**src/shared/dlvc_pkg.sv**
```systemverilog
/*
 * Constants and carrier types for the display serial to LVDS bridge core.
 * Assumes one system clock at the rate given here and byte-wide registers.
 */
package dlvc_pkg;

  // ---------------------------------------------------------------------
  // Register offsets
  // ---------------------------------------------------------------------
  localparam logic [7:0] ADDR_RESTART = 8'h09;
  localparam logic [7:0] ADDR_CLKSRC = 8'h0A;
  localparam logic [7:0] ADDR_RATIO = 8'h0B;
  localparam logic [7:0] ADDR_PLL = 8'h0D;
  localparam logic [7:0] ADDR_INMODE = 8'h10;
  localparam logic [7:0] ADDR_INBAND = 8'h12;
  localparam logic [7:0] ADDR_OUTFMT = 8'h18;
  localparam logic [7:0] CFG_RESET = 8'h00;

  // ---------------------------------------------------------------------
  // Field positions
  // ---------------------------------------------------------------------
  localparam int RESTART_BIT = 0;
  localparam int CLKSRC_BIT = 0;
  localparam int LOCK_BIT = 7;
  localparam int OBAND_LSB = 1;
  localparam int OBAND_MSB = 3;
  localparam int MULT_LSB = 0;
  localparam int MULT_MSB = 1;
  localparam int DIV_LSB = 3;
  localparam int DIV_MSB = 7;
  localparam int PLLEN_BIT = 0;
  localparam int SPLIT_BIT = 7;
  localparam int CHMODE_LSB = 5;
  localparam int CHMODE_MSB = 6;
  localparam int LANES_LSB = 3;
  localparam int LANES_MSB = 4;
  localparam int LINK_BIT = 4;
  localparam int A_WIDE_BIT = 3;
  localparam int B_WIDE_BIT = 2;
  localparam int A_LAYOUT_BIT = 1;
  localparam int B_LAYOUT_BIT = 0;

  // ---------------------------------------------------------------------
  // Encodings
  // ---------------------------------------------------------------------
  localparam logic LINK_SINGLE = 1'b1;
  localparam logic SRC_DSI = 1'b1;
  localparam logic [1:0] CHMODE_A = 2'h0;
  localparam logic [1:0] LANES_FOUR = 2'h0;

  // ---------------------------------------------------------------------
  // Timing and sizes
  // ---------------------------------------------------------------------
  localparam int CLK_PERIOD_NS = 50;
  localparam int PLL_LOCK_NS = 1000;
  localparam int PLL_LOCK_CYC = (PLL_LOCK_NS + CLK_PERIOD_NS - 1) /
                                CLK_PERIOD_NS;
  localparam int LOCK_CNT_W = 5;
  localparam int LANE_MAX = 4;
  localparam int ACC_BYTES = 8;
  localparam int PIX_BYTES = 3;
  localparam int ACC_CNT_W = 4;

  // ---------------------------------------------------------------------
  // Types
  // ---------------------------------------------------------------------
  typedef enum logic [3:0] {
    ST_OFF = 4'h1,
    ST_WAIT_LOCK = 4'h2,
    ST_LOCKED = 4'h4,
    ST_RUN = 4'h8
  } dlvc_state_t;

  typedef struct packed {
    logic valid;
    logic [LANE_MAX-1:0][7:0] data;
  } dlvc_lanes_t;

  typedef struct packed {
    logic [2:0] count;
    logic [LANE_MAX-1:0][7:0] data;
  } dlvc_merged_t;

  typedef struct packed {
    logic hs;
    logic vs;
  } dlvc_sync_t;

  typedef struct packed {
    logic wr;
    logic rd;
    logic [7:0] addr;
    logic [7:0] wdata;
  } dlvc_reg_req_t;

  typedef struct packed {
    logic on;
    logic src_dsi;
    logic [1:0] mult;
    logic [4:0] div;
    logic [2:0] out_band;
    logic [7:0] in_band;
  } dlvc_pll_cfg_t;

  typedef struct packed {
    logic clk_on;
    logic [3:0] pair_on;
    logic [3:0][6:0] pair;
  } dlvc_chan_t;

endpackage : dlvc_pkg

```
**src/core/dlvc_lane_merge.sv**
```systemverilog
/*
 * Lane merger: gathers the bytes of the active high-speed data lanes,
 * lane 0 first, into one registered group with a byte count.
 * Assumes lanes arrive bit and byte aligned on the system clock.
 */
`timescale 1ns/100ps
module dlvc_lane_merge (
  input wire logic sys_clk,
  input wire logic rstn,
  input wire logic clr,
  input wire logic [1:0] lane_cfg,
  input wire dlvc_pkg::dlvc_lanes_t lanes,
  output dlvc_pkg::dlvc_merged_t merged
);
  import dlvc_pkg::*;

  typedef struct packed {
    dlvc_merged_t out;
  } dlvc_lm_state_t;

  dlvc_lm_state_t cur;
  dlvc_lm_state_t next_cur;

  // -----------------------------------------------------------------------
  // Lane count decode
  // -----------------------------------------------------------------------
  // Code zero means four lanes so the reset value gives the widest link.
  function automatic logic [2:0] lanes_used(input logic [1:0] code);
    lanes_used = (code == LANES_FOUR) ? 3'(LANE_MAX) : {1'b0, code};
  endfunction : lanes_used

  always_comb begin
    next_cur = cur;
    next_cur.out.count = 3'h0;
    next_cur.out.data = '0;
    if (!clr && lanes.valid) begin
      next_cur.out.count = lanes_used(lane_cfg); // RULE20
      for (int i = 0; i < LANE_MAX; i++) begin
        if (3'(i) < lanes_used(lane_cfg)) begin
          next_cur.out.data[i] = lanes.data[i]; // RULE21
        end
      end
    end
  end

  always_ff @(posedge sys_clk or negedge rstn) begin
    if (!rstn) begin
      cur <= '0;
    end else begin
      cur <= next_cur;
    end
  end

  assign merged = cur.out;

endmodule : dlvc_lane_merge

```
**src/core/dlvc_top.sv**
```systemverilog
/*
 * Bridge core: configuration registers, PLL control and lock tracking,
 * pixel assembly from merged lane bytes, and LVDS channel word mapping.
 * Assumes a register port already decoded from the serial management
 * interface, an analog PLL and serialisers outside that act on pll_cfg
 * and the channel words, and a packet layer that supplies sync status.
 */
// Function
// RULE1 - Enable low holds everything in reset and outputs undriven.
// RULE2 - Controller keeps enable low at least 10 ms to reset.
// RULE3 - Host keeps all lanes at LP11 during reset.
// RULE4 - Controller waits 1 ms after enable before configuring.
// RULE5 - Nothing runs until software programs the configuration.
// RULE6 - Bring-up: stream, PLL on, poll lock, then logic restart.
// RULE7 - Clock source bit picks DSI clock lane or external reference.
// RULE8 - Host runs the clock lane continuously when it is the source.
// RULE9 - External reference is multiplied by the multiplier field.
// RULE10 - External reference lies between 25 and 154 MHz.
// RULE11 - DSI clock is divided by the divider field.
// RULE12 - Software sets both clock bands before enabling the PLL.
// RULE13 - Link bit: one gives single link, zero odd/even dual link.
// RULE14 - Split bit and channel field shape mode; 18 and 24 bit pixels.
// RULE15 - Idle pixels are zero while sync status keeps flowing.
// RULE16 - Layout bit per channel; second layout puts MSBs on pair 3.
// RULE17 - First layout puts the two LSBs of each colour on pair 3.
// RULE18 - Layout one with narrow mode drops pair 3 and the LSBs.
// RULE19 - Single link holds channel B clock and data low.
// RULE20 - Four lanes by default, one to three selectable.
// RULE21 - Bytes of active lanes merge into the video stream.
// RULE22 - Unused lanes stay unconnected or at LP11.
// RULE23 - After lock channel A clock and pairs 0-2 start; others wait.
// RULE24 - Lock flag is read only and clears when the PLL stops.
`timescale 1ns/100ps
module dlvc_top (
  input wire logic sys_clk,
  input wire logic rstn,
  input wire logic en,
  input wire dlvc_pkg::dlvc_reg_req_t reg_req,
  output logic [7:0] reg_rdata,
  input wire dlvc_pkg::dlvc_lanes_t lanes,
  input wire logic pixel_18bpp,
  input wire dlvc_pkg::dlvc_sync_t sync_in,
  input wire logic dsi_clk_active,
  input wire logic ext_ref_active,
  output dlvc_pkg::dlvc_pll_cfg_t pll_cfg,
  output dlvc_pkg::dlvc_chan_t chan_a,
  output dlvc_pkg::dlvc_chan_t chan_b,
  output logic lvds_oe
);
  import dlvc_pkg::*;

  typedef struct packed {
    dlvc_state_t st;
    logic [7:0] clksrc;
    logic [7:0] ratio;
    logic [7:0] pll;
    logic [7:0] inmode;
    logic [7:0] inband;
    logic [7:0] outfmt;
    logic [LOCK_CNT_W-1:0] lock_cnt;
    logic [ACC_BYTES-1:0][7:0] acc;
    logic [ACC_CNT_W-1:0] acc_cnt;
    logic [7:0] rdata;
    dlvc_pll_cfg_t pcfg;
    dlvc_chan_t a;
    dlvc_chan_t b;
    logic oe;
  } dlvc_top_state_t;

  dlvc_top_state_t cur;
  dlvc_top_state_t next_cur;
  dlvc_merged_t merged;

  // -----------------------------------------------------------------------
  // Lane merging
  // -----------------------------------------------------------------------
  dlvc_lane_merge u_merge (
    .sys_clk(sys_clk),
    .rstn(rstn),
    .clr(cur.st != ST_RUN),
    .lane_cfg(cur.inmode[LANES_MSB:LANES_LSB]),
    .lanes(lanes),
    .merged(merged)
  );

  // -----------------------------------------------------------------------
  // Channel word mapping
  // -----------------------------------------------------------------------
  // Pairs 0 to 2 always carry six bits per colour plus the strobes; pair 3
  // carries the other two bits, low ones in layout one, high ones else.
  function automatic logic [3:0][6:0] map_pairs(
    input logic [23:0] px,
    input logic pixel_valid_strobe,
    input dlvc_sync_t s,
    input logic lsb_on_p3,
    input logic p3_on
  );
    logic [5:0] r6;
    logic [5:0] g6;
    logic [5:0] b6;
    logic [5:0] x2;
    r6 = lsb_on_p3 ? px[23:18] : px[21:16]; // RULE16
    g6 = lsb_on_p3 ? px[15:10] : px[13:8];
    b6 = lsb_on_p3 ? px[7:2] : px[5:0];
    x2 = lsb_on_p3 ? {px[1:0], px[9:8], px[17:16]} // RULE17
                   : {px[7:6], px[15:14], px[23:22]}; // RULE16
    map_pairs[0] = {g6[0], r6};
    map_pairs[1] = {b6[1:0], g6[5:1]};
    map_pairs[2] = {pixel_valid_strobe, s.vs, s.hs, b6[5:2]};
    map_pairs[3] = p3_on ? {1'b0, x2} : 7'h00; // RULE18
  endfunction : map_pairs

  // Loosely packed 18 bit pixels sit in the top six bits of each byte.
  function automatic logic [23:0] pixel_of(
    input logic [2:0][7:0] b,
    input logic narrow
  );
    logic [23:0] mask;
    mask = narrow ? 24'hFCFCFC : 24'hFFFFFF; // RULE14
    pixel_of = {b[0], b[1], b[2]} & mask;
  endfunction : pixel_of

  // -----------------------------------------------------------------------
  // Next state
  // -----------------------------------------------------------------------
  always_comb begin
    logic pll_ok;
    logic locked;
    logic dual;
    logic running;
    logic restart;
    logic have;
    logic [ACC_CNT_W-1:0] need;
    logic [ACC_CNT_W-1:0] base;
    logic [23:0] px_odd;
    logic [23:0] px_even;
    logic [23:0] px_a;
    logic [23:0] px_b;
    logic [ACC_BYTES-1:0][7:0] shifted;
    logic [7:0] rd;
    pll_ok = 1'b0;
    locked = 1'b0;
    dual = 1'b0;
    running = 1'b0;
    restart = 1'b0;
    have = 1'b0;
    need = '0;
    base = '0;
    px_odd = '0;
    px_even = '0;
    px_a = '0;
    px_b = '0;
    shifted = '0;
    rd = 8'h00;
    next_cur = cur;

    // ---------------------------------------------------------------------
    // Register writes
    // ---------------------------------------------------------------------
    if (reg_req.wr) begin
      case (reg_req.addr)
        ADDR_RESTART: restart = reg_req.wdata[RESTART_BIT]; // RULE6
        ADDR_CLKSRC: next_cur.clksrc = reg_req.wdata;
        ADDR_RATIO: next_cur.ratio = reg_req.wdata;
        ADDR_PLL: next_cur.pll = reg_req.wdata;
        ADDR_INMODE: next_cur.inmode = reg_req.wdata;
        ADDR_INBAND: next_cur.inband = reg_req.wdata;
        ADDR_OUTFMT: next_cur.outfmt = reg_req.wdata;
        default: restart = 1'b0;
      endcase
    end

    // ---------------------------------------------------------------------
    // PLL lock tracking
    // ---------------------------------------------------------------------
    // The lock timer restarts whenever the chosen source stops, so a
    // source loss forces a fresh lock before video resumes.
    pll_ok = cur.pll[PLLEN_BIT] &&
             ((cur.clksrc[CLKSRC_BIT] == SRC_DSI) ? dsi_clk_active
                                                  : ext_ref_active); // RULE7
    if (!pll_ok) begin
      next_cur.lock_cnt = '0; // RULE24
    end else if (cur.lock_cnt != LOCK_CNT_W'(PLL_LOCK_CYC)) begin
      next_cur.lock_cnt = cur.lock_cnt + LOCK_CNT_W'(1);
    end
    locked = pll_ok && (cur.lock_cnt == LOCK_CNT_W'(PLL_LOCK_CYC));

    case (cur.st)
      ST_OFF: next_cur.st = ST_WAIT_LOCK;
      ST_WAIT_LOCK: next_cur.st = locked ? ST_LOCKED : ST_WAIT_LOCK;
      ST_LOCKED: begin
        if (!locked) begin
          next_cur.st = ST_WAIT_LOCK; // RULE24
        end else if (restart) begin
          next_cur.st = ST_RUN; // RULE5
        end
      end
      ST_RUN: next_cur.st = locked ? ST_RUN : ST_WAIT_LOCK;
      default: next_cur.st = ST_OFF;
    endcase

    next_cur.pcfg.on = cur.pll[PLLEN_BIT]; // RULE12
    next_cur.pcfg.src_dsi = cur.clksrc[CLKSRC_BIT]; // RULE7
    next_cur.pcfg.mult = cur.ratio[MULT_MSB:MULT_LSB]; // RULE9
    next_cur.pcfg.div = cur.ratio[DIV_MSB:DIV_LSB]; // RULE11
    next_cur.pcfg.out_band = cur.clksrc[OBAND_MSB:OBAND_LSB];
    next_cur.pcfg.in_band = cur.inband;

    // ---------------------------------------------------------------------
    // Pixel assembly
    // ---------------------------------------------------------------------
    dual = cur.outfmt[LINK_BIT] != LINK_SINGLE; // RULE13
    running = (cur.st == ST_RUN) &&
              (cur.inmode[CHMODE_MSB:CHMODE_LSB] == CHMODE_A); // RULE14
    need = dual ? ACC_CNT_W'(2 * PIX_BYTES) : ACC_CNT_W'(PIX_BYTES);
    have = running && (cur.acc_cnt >= need);
    px_odd = pixel_of(cur.acc[2:0], pixel_18bpp);
    px_even = pixel_of(cur.acc[5:3], pixel_18bpp);
    shifted = have ? (cur.acc >> (8 * int'(need))) : cur.acc;
    base = have ? (cur.acc_cnt - need) : cur.acc_cnt;
    // Bytes that find no room are dropped: the link must drain at least
    // as fast as the lanes deliver, there is no stall toward the host.
    for (int i = 0; i < LANE_MAX; i++) begin
      if (3'(i) < merged.count && (int'(base) + i) < ACC_BYTES) begin
        shifted[int'(base) + i] = merged.data[i]; // RULE21
      end
    end
    next_cur.acc = shifted;
    next_cur.acc_cnt = ACC_CNT_W'(((int'(base) + int'(merged.count)) >
                                   ACC_BYTES) ? ACC_BYTES
                                  : (int'(base) + int'(merged.count)));
    if (!running || restart) begin
      next_cur.acc = '0; // RULE6
      next_cur.acc_cnt = '0;
    end

    // Split swaps which channel takes the first pixel of each pair.
    px_a = cur.inmode[SPLIT_BIT] ? px_even : px_odd;
    px_b = cur.inmode[SPLIT_BIT] ? px_odd : px_even;
    if (!have) begin
      px_a = '0; // RULE15
      px_b = '0;
    end

    // ---------------------------------------------------------------------
    // LVDS channel words
    // ---------------------------------------------------------------------
    next_cur.a.clk_on = (cur.st == ST_LOCKED) || (cur.st == ST_RUN);
    next_cur.a.pair_on = {next_cur.a.clk_on && cur.outfmt[A_WIDE_BIT],
                          {3{next_cur.a.clk_on}}}; // RULE23
    next_cur.a.pair = map_pairs(px_a, have, sync_in, // RULE15
                                cur.outfmt[A_LAYOUT_BIT],
                                next_cur.a.pair_on[3]);
    next_cur.b.clk_on = next_cur.a.clk_on && dual; // RULE19
    next_cur.b.pair_on = {next_cur.b.clk_on && cur.outfmt[B_WIDE_BIT],
                          {3{next_cur.b.clk_on}}}; // RULE23
    next_cur.b.pair = next_cur.b.clk_on
                      ? map_pairs(px_b, have, sync_in,
                                  cur.outfmt[B_LAYOUT_BIT],
                                  next_cur.b.pair_on[3])
                      : '0; // RULE19
    next_cur.oe = 1'b1;

    // ---------------------------------------------------------------------
    // Register reads
    // ---------------------------------------------------------------------
    if (reg_req.rd) begin
      case (reg_req.addr)
        ADDR_RESTART: rd = 8'h00;
        ADDR_CLKSRC: begin
          rd = cur.clksrc;
          rd[LOCK_BIT] = locked; // RULE24
        end
        ADDR_RATIO: rd = cur.ratio;
        ADDR_PLL: rd = cur.pll;
        ADDR_INMODE: rd = cur.inmode;
        ADDR_INBAND: rd = cur.inband;
        ADDR_OUTFMT: rd = cur.outfmt;
        default: rd = 8'h00;
      endcase
    end
    next_cur.rdata = rd;

    // Enable low forces every field to its reset value, which also
    // ignores register requests and lane input while it lasts.
    if (!en) begin
      next_cur = '0; // RULE1
      next_cur.st = ST_OFF;
      next_cur.clksrc = CFG_RESET;
      next_cur.ratio = CFG_RESET;
      next_cur.pll = CFG_RESET;
      next_cur.inmode = CFG_RESET;
      next_cur.inband = CFG_RESET;
      next_cur.outfmt = CFG_RESET;
    end
  end

  always_ff @(posedge sys_clk or negedge rstn) begin
    if (!rstn) begin
      cur <= '0;
      cur.st <= ST_OFF;
    end else begin
      cur <= next_cur;
    end
  end

  assign reg_rdata = cur.rdata;
  assign pll_cfg = cur.pcfg;
  assign chan_a = cur.a;
  assign chan_b = cur.b;
  assign lvds_oe = cur.oe; // RULE1

endmodule : dlvc_top

```
**config.mk**
```make
export PLATFORM = sky130hd
export DESIGN_NAME = dlvc_top
export DESIGN_NICKNAME = d
export VERILOG_FILES = /design/src/shared/dlvc_pkg.sv /design/src/core/dlvc_lane_merge.sv /design/src/core/dlvc_top.sv
export SDC_FILE = /design/constraint.sdc
export NUM_CORES = 1
export LEC_CHECK = 0
export BUFFER_PORTS_ARGS = -buffer_cell sky130_fd_sc_hd__buf_4
export CAP_MARGIN = 40
export CORE_MARGIN = 2
export CORE_UTILIZATION = 55
export DETAILED_ROUTE_END_ITERATION = 8
export PLACE_DENSITY = 0.75
export SYNTH_ARGS = -nofsm -noshare
export SYNTH_HDL_FRONTEND = slang
export SYNTH_SLANG_ARGS = --single-unit
```
**constraint.sdc**
```tcl
create_clock -name sys_clk -period 7.6 [get_ports sys_clk]
set_input_delay 1.52 -clock sys_clk [delete_from_list [all_inputs] [get_ports sys_clk]]
set_output_delay 1.52 -clock sys_clk [all_outputs]
set_load 0.05 [all_outputs]
```
==> metrics.md <==
| Metric | Value |
|---|---|
| Number of global-route vias before repair | 10900 |
| Post-detail-place hpwl | 27.1 mm |
| Top cell type's share of synthesized area | between 40 and 50% |
| Placeable Area | ~25000 µm² |
| GP Congestion | between 0.9 and 1 |
| EDFF count, synth | 0 |
| Top-level I/O count | 154 |
| Worst path required time | about 8 ns |
| CP Capture Type | flop |
| Top-count cell post-synth | dfrtp_1 |
| Static Leak | about 0.0069 µW |
| FF-to-FF setup slack | between 2 and 2.5 ns |
| FMAX | 183 MHz |
| Critical path class | flop to flop |
| Fin Setup TNS | 0 ns |
| Mapped Area | 14200 µm² |
| Clk_skew | 0.0137 ns |
| Final Core Density | between 60 and 70% |
| Max VDD drop | approximately 0.00014 V |
| Worst Hold Class | flop to flop |
| Final Setup Violations | 0 |
| Row count | 58 |
| Drt total wl | between 30 and 40 mm |
| Vias per cell | between 6 and 7 |
| Synth Warn # | 0 |
| Synth top area cells | dfrtp_1 (43%), mux2i_1 (5.6%), buf_4 (5.1%), nand2_1 (4.0%), mux4_2 (3.8%) |
| Reg clk slew, reported paths | 0.06 ns |
| Largest net degree at the start of global routing | 160 |
| Mapped Cells | 1452 |
| Drt first-iter violations | around 1400 |
| Share of cells above drive strength 1 | a little under 20% |
| Tot Pwr | 2710 µW |
| Outcome | completed |
| PD cells | ~170 nW/µm² |
| Clock H-tree levels | 1 |
| CP Launch Type | flop |
| Clock sink count | 246 |
| Drt pass-1 iters | 6 |
| Overall Global Routing Usage | around 30% |
| Final Critical Period | 5.45 ns |
| Port Buf Inserts | 151 |
| Die height | between 150 and 200 µm |
| Clock latency on the worst-skew pair | around 0.53 ns |
| Die width | 165 µm |
| Syn-to-layout area delta | 10.0% |
| Synthesis-stage register bit count | about 250 |
| Sequential fraction of the synthesis area | 43.2% |
| Die area | approximately 27000 µm² |
| Hold Buf Count CTS | 0 |
| Ys async rst share | between 90% and 100% |
| First-pass GRT wire length | between 60 and 70 mm |
| RSZ-0062 raised after global routing | false |
| Max-slew headroom | a little under two fifths |
| Clk root buf | clkbuf_16 |
| Nets | around 1500 |
| Slew Limit Fails | 0 |
| Via Count | about 12000 |
| Synth Area per Inst | about 10 µm² |
| DR WL/cell | about 22 µm |
| Final antenna-violating net count | 0 |
| Inserted Clock Buffers | 26 |
| Crit path max fanout | 63 |
| Synth area leader | dfrtp_1 |
| Worst-Margin Slew | 0.931 ns |
| Post-synth cell types | between 80 and 90 |
| Ys flop type | dfrtp_1 |
| Congestion Overflow GR | 0 |
| Hold Vio Cnt, Final | 0 |
| Initial core utilization | 56.3% |
| Ant. Diodes | 0 |
| Post_cts resized | 0 |
| DRC viols | 0 |
| Synth top cells by count | dfrtp_1 (245), nand2_1 (150), nor2_1 (115) |
| Critical path arrival | about 6 ns |
| MaxCap Viol Count | 0 |
| Post-CTS setup buffer count | 0 |
| Final period utilization | 71.7% |
| Initial antenna violation count | 0 |
| Clk buf depth | 3 |
| TritonCTS clock tree | done |
[state kept, by name (all words and copies together), names as in the netlist]
| name | flops |
|---|---|
| chan_b | 29 |
| lvds_oe | 1 |
| chan_a | 29 |
| reg_rdata | 8 |
| pll_cfg | 20 |
| u_merge.merged | 35 |
| cur | 124 |
[per-layer routing]
metal	GRT usage (%)	vias to the layer above	share of wire (%)
met4	10.3	0	3.4
met5	0	-	0
met1	43.5	5643	43
met3	5.80	105	10
li1	-	5156	-
met2	45.4	627	44
[final timing paths]
path	from	endpoint	depth (start not counted)
min	cur[211]	pll_cfg[10]	1
min in group asynchronous	rstn	cur[164]	1
max in group asynchronous	rstn	cur[191]	2
max reg2reg	cur[172]	cur[109]	16
max	cur[172]	cur[109]	16
min reg2reg	cur[211]	pll_cfg[10]	1
[final cells by class]
class / count / area (µm²)
fillers: 2130 / 9650
multi-input cells: 980 / 6840
flip-flops and latches: 246 / 6160
repair buffers: 167 / 1290
clock buffers: 38 / 767
well taps: 330 / 413
clock inverters: 8 / 104
inverters: 25 / 96.3
[worst max-delay path: stages, from the launching register on]
cell	delay, ns
dfrtp_1	0.32
buf_4	0.48
ha_1	0.29
inv_1	0.05
ha_1	0.24
a211o_1	0.41
o211a_1	0.25
buf_4	0.32
o21ai_2	0.57
inv_1	0.27
ha_1	0.34
inv_1	0.10
a31oi_1	0.05
a21oi_2	0.55
or3b_1	0.73
nor2_1	0.24
a211oi_2	0.06
[power breakdown]
group          internal, µW  switching [µW]
clock                   766             516
sequential             1320            10.2
combinational          39.4            61.9
total                  2120             588
[stage by stage]
stage	hold WS (ns)	cells	area [µm²]	setup WS [ns]
final	0.515	1794	15700	2.15
after global routing	0.538	1794	15700	1.85
after CTS	0.520	1794	15700	2.26
after detailed placement	0.507	1748	14800	2.29
after global placement	0.499	1746	14800	2.47
after floorplan	0.480	1453	14300	3.60
[cells by family after synthesis]
group,after synthesis,synth area share (%)
AOI/OAI and AO/OA,361,19.3
and+or+nand+nor,485,17.0
muxes,110,9.93
xor gates and xnor gates,9,0.553
buffers and inverters,227,8.88
other,1,0.0263
DFF,246,43.2
adders and majority gates,13,1.12
[placed cells by master (no fill, tap or decap), types with 44 or more instances in the layout]
cell type | Yosys | layout
and2_1 | 62 | 62
and3_1 | 46 | 46
buf_4 | 96 | 163
dfrtp_1 | 245 | 244
mux2i_1 | 79 | 79
nand2_1 | 150 | 150
nand3_1 | 54 | 54
nor2_1 | 115 | 114
o211ai_1 | 44 | 44
o21ai_0 | 57 | 57
Power figures use the tool's default switching activity.
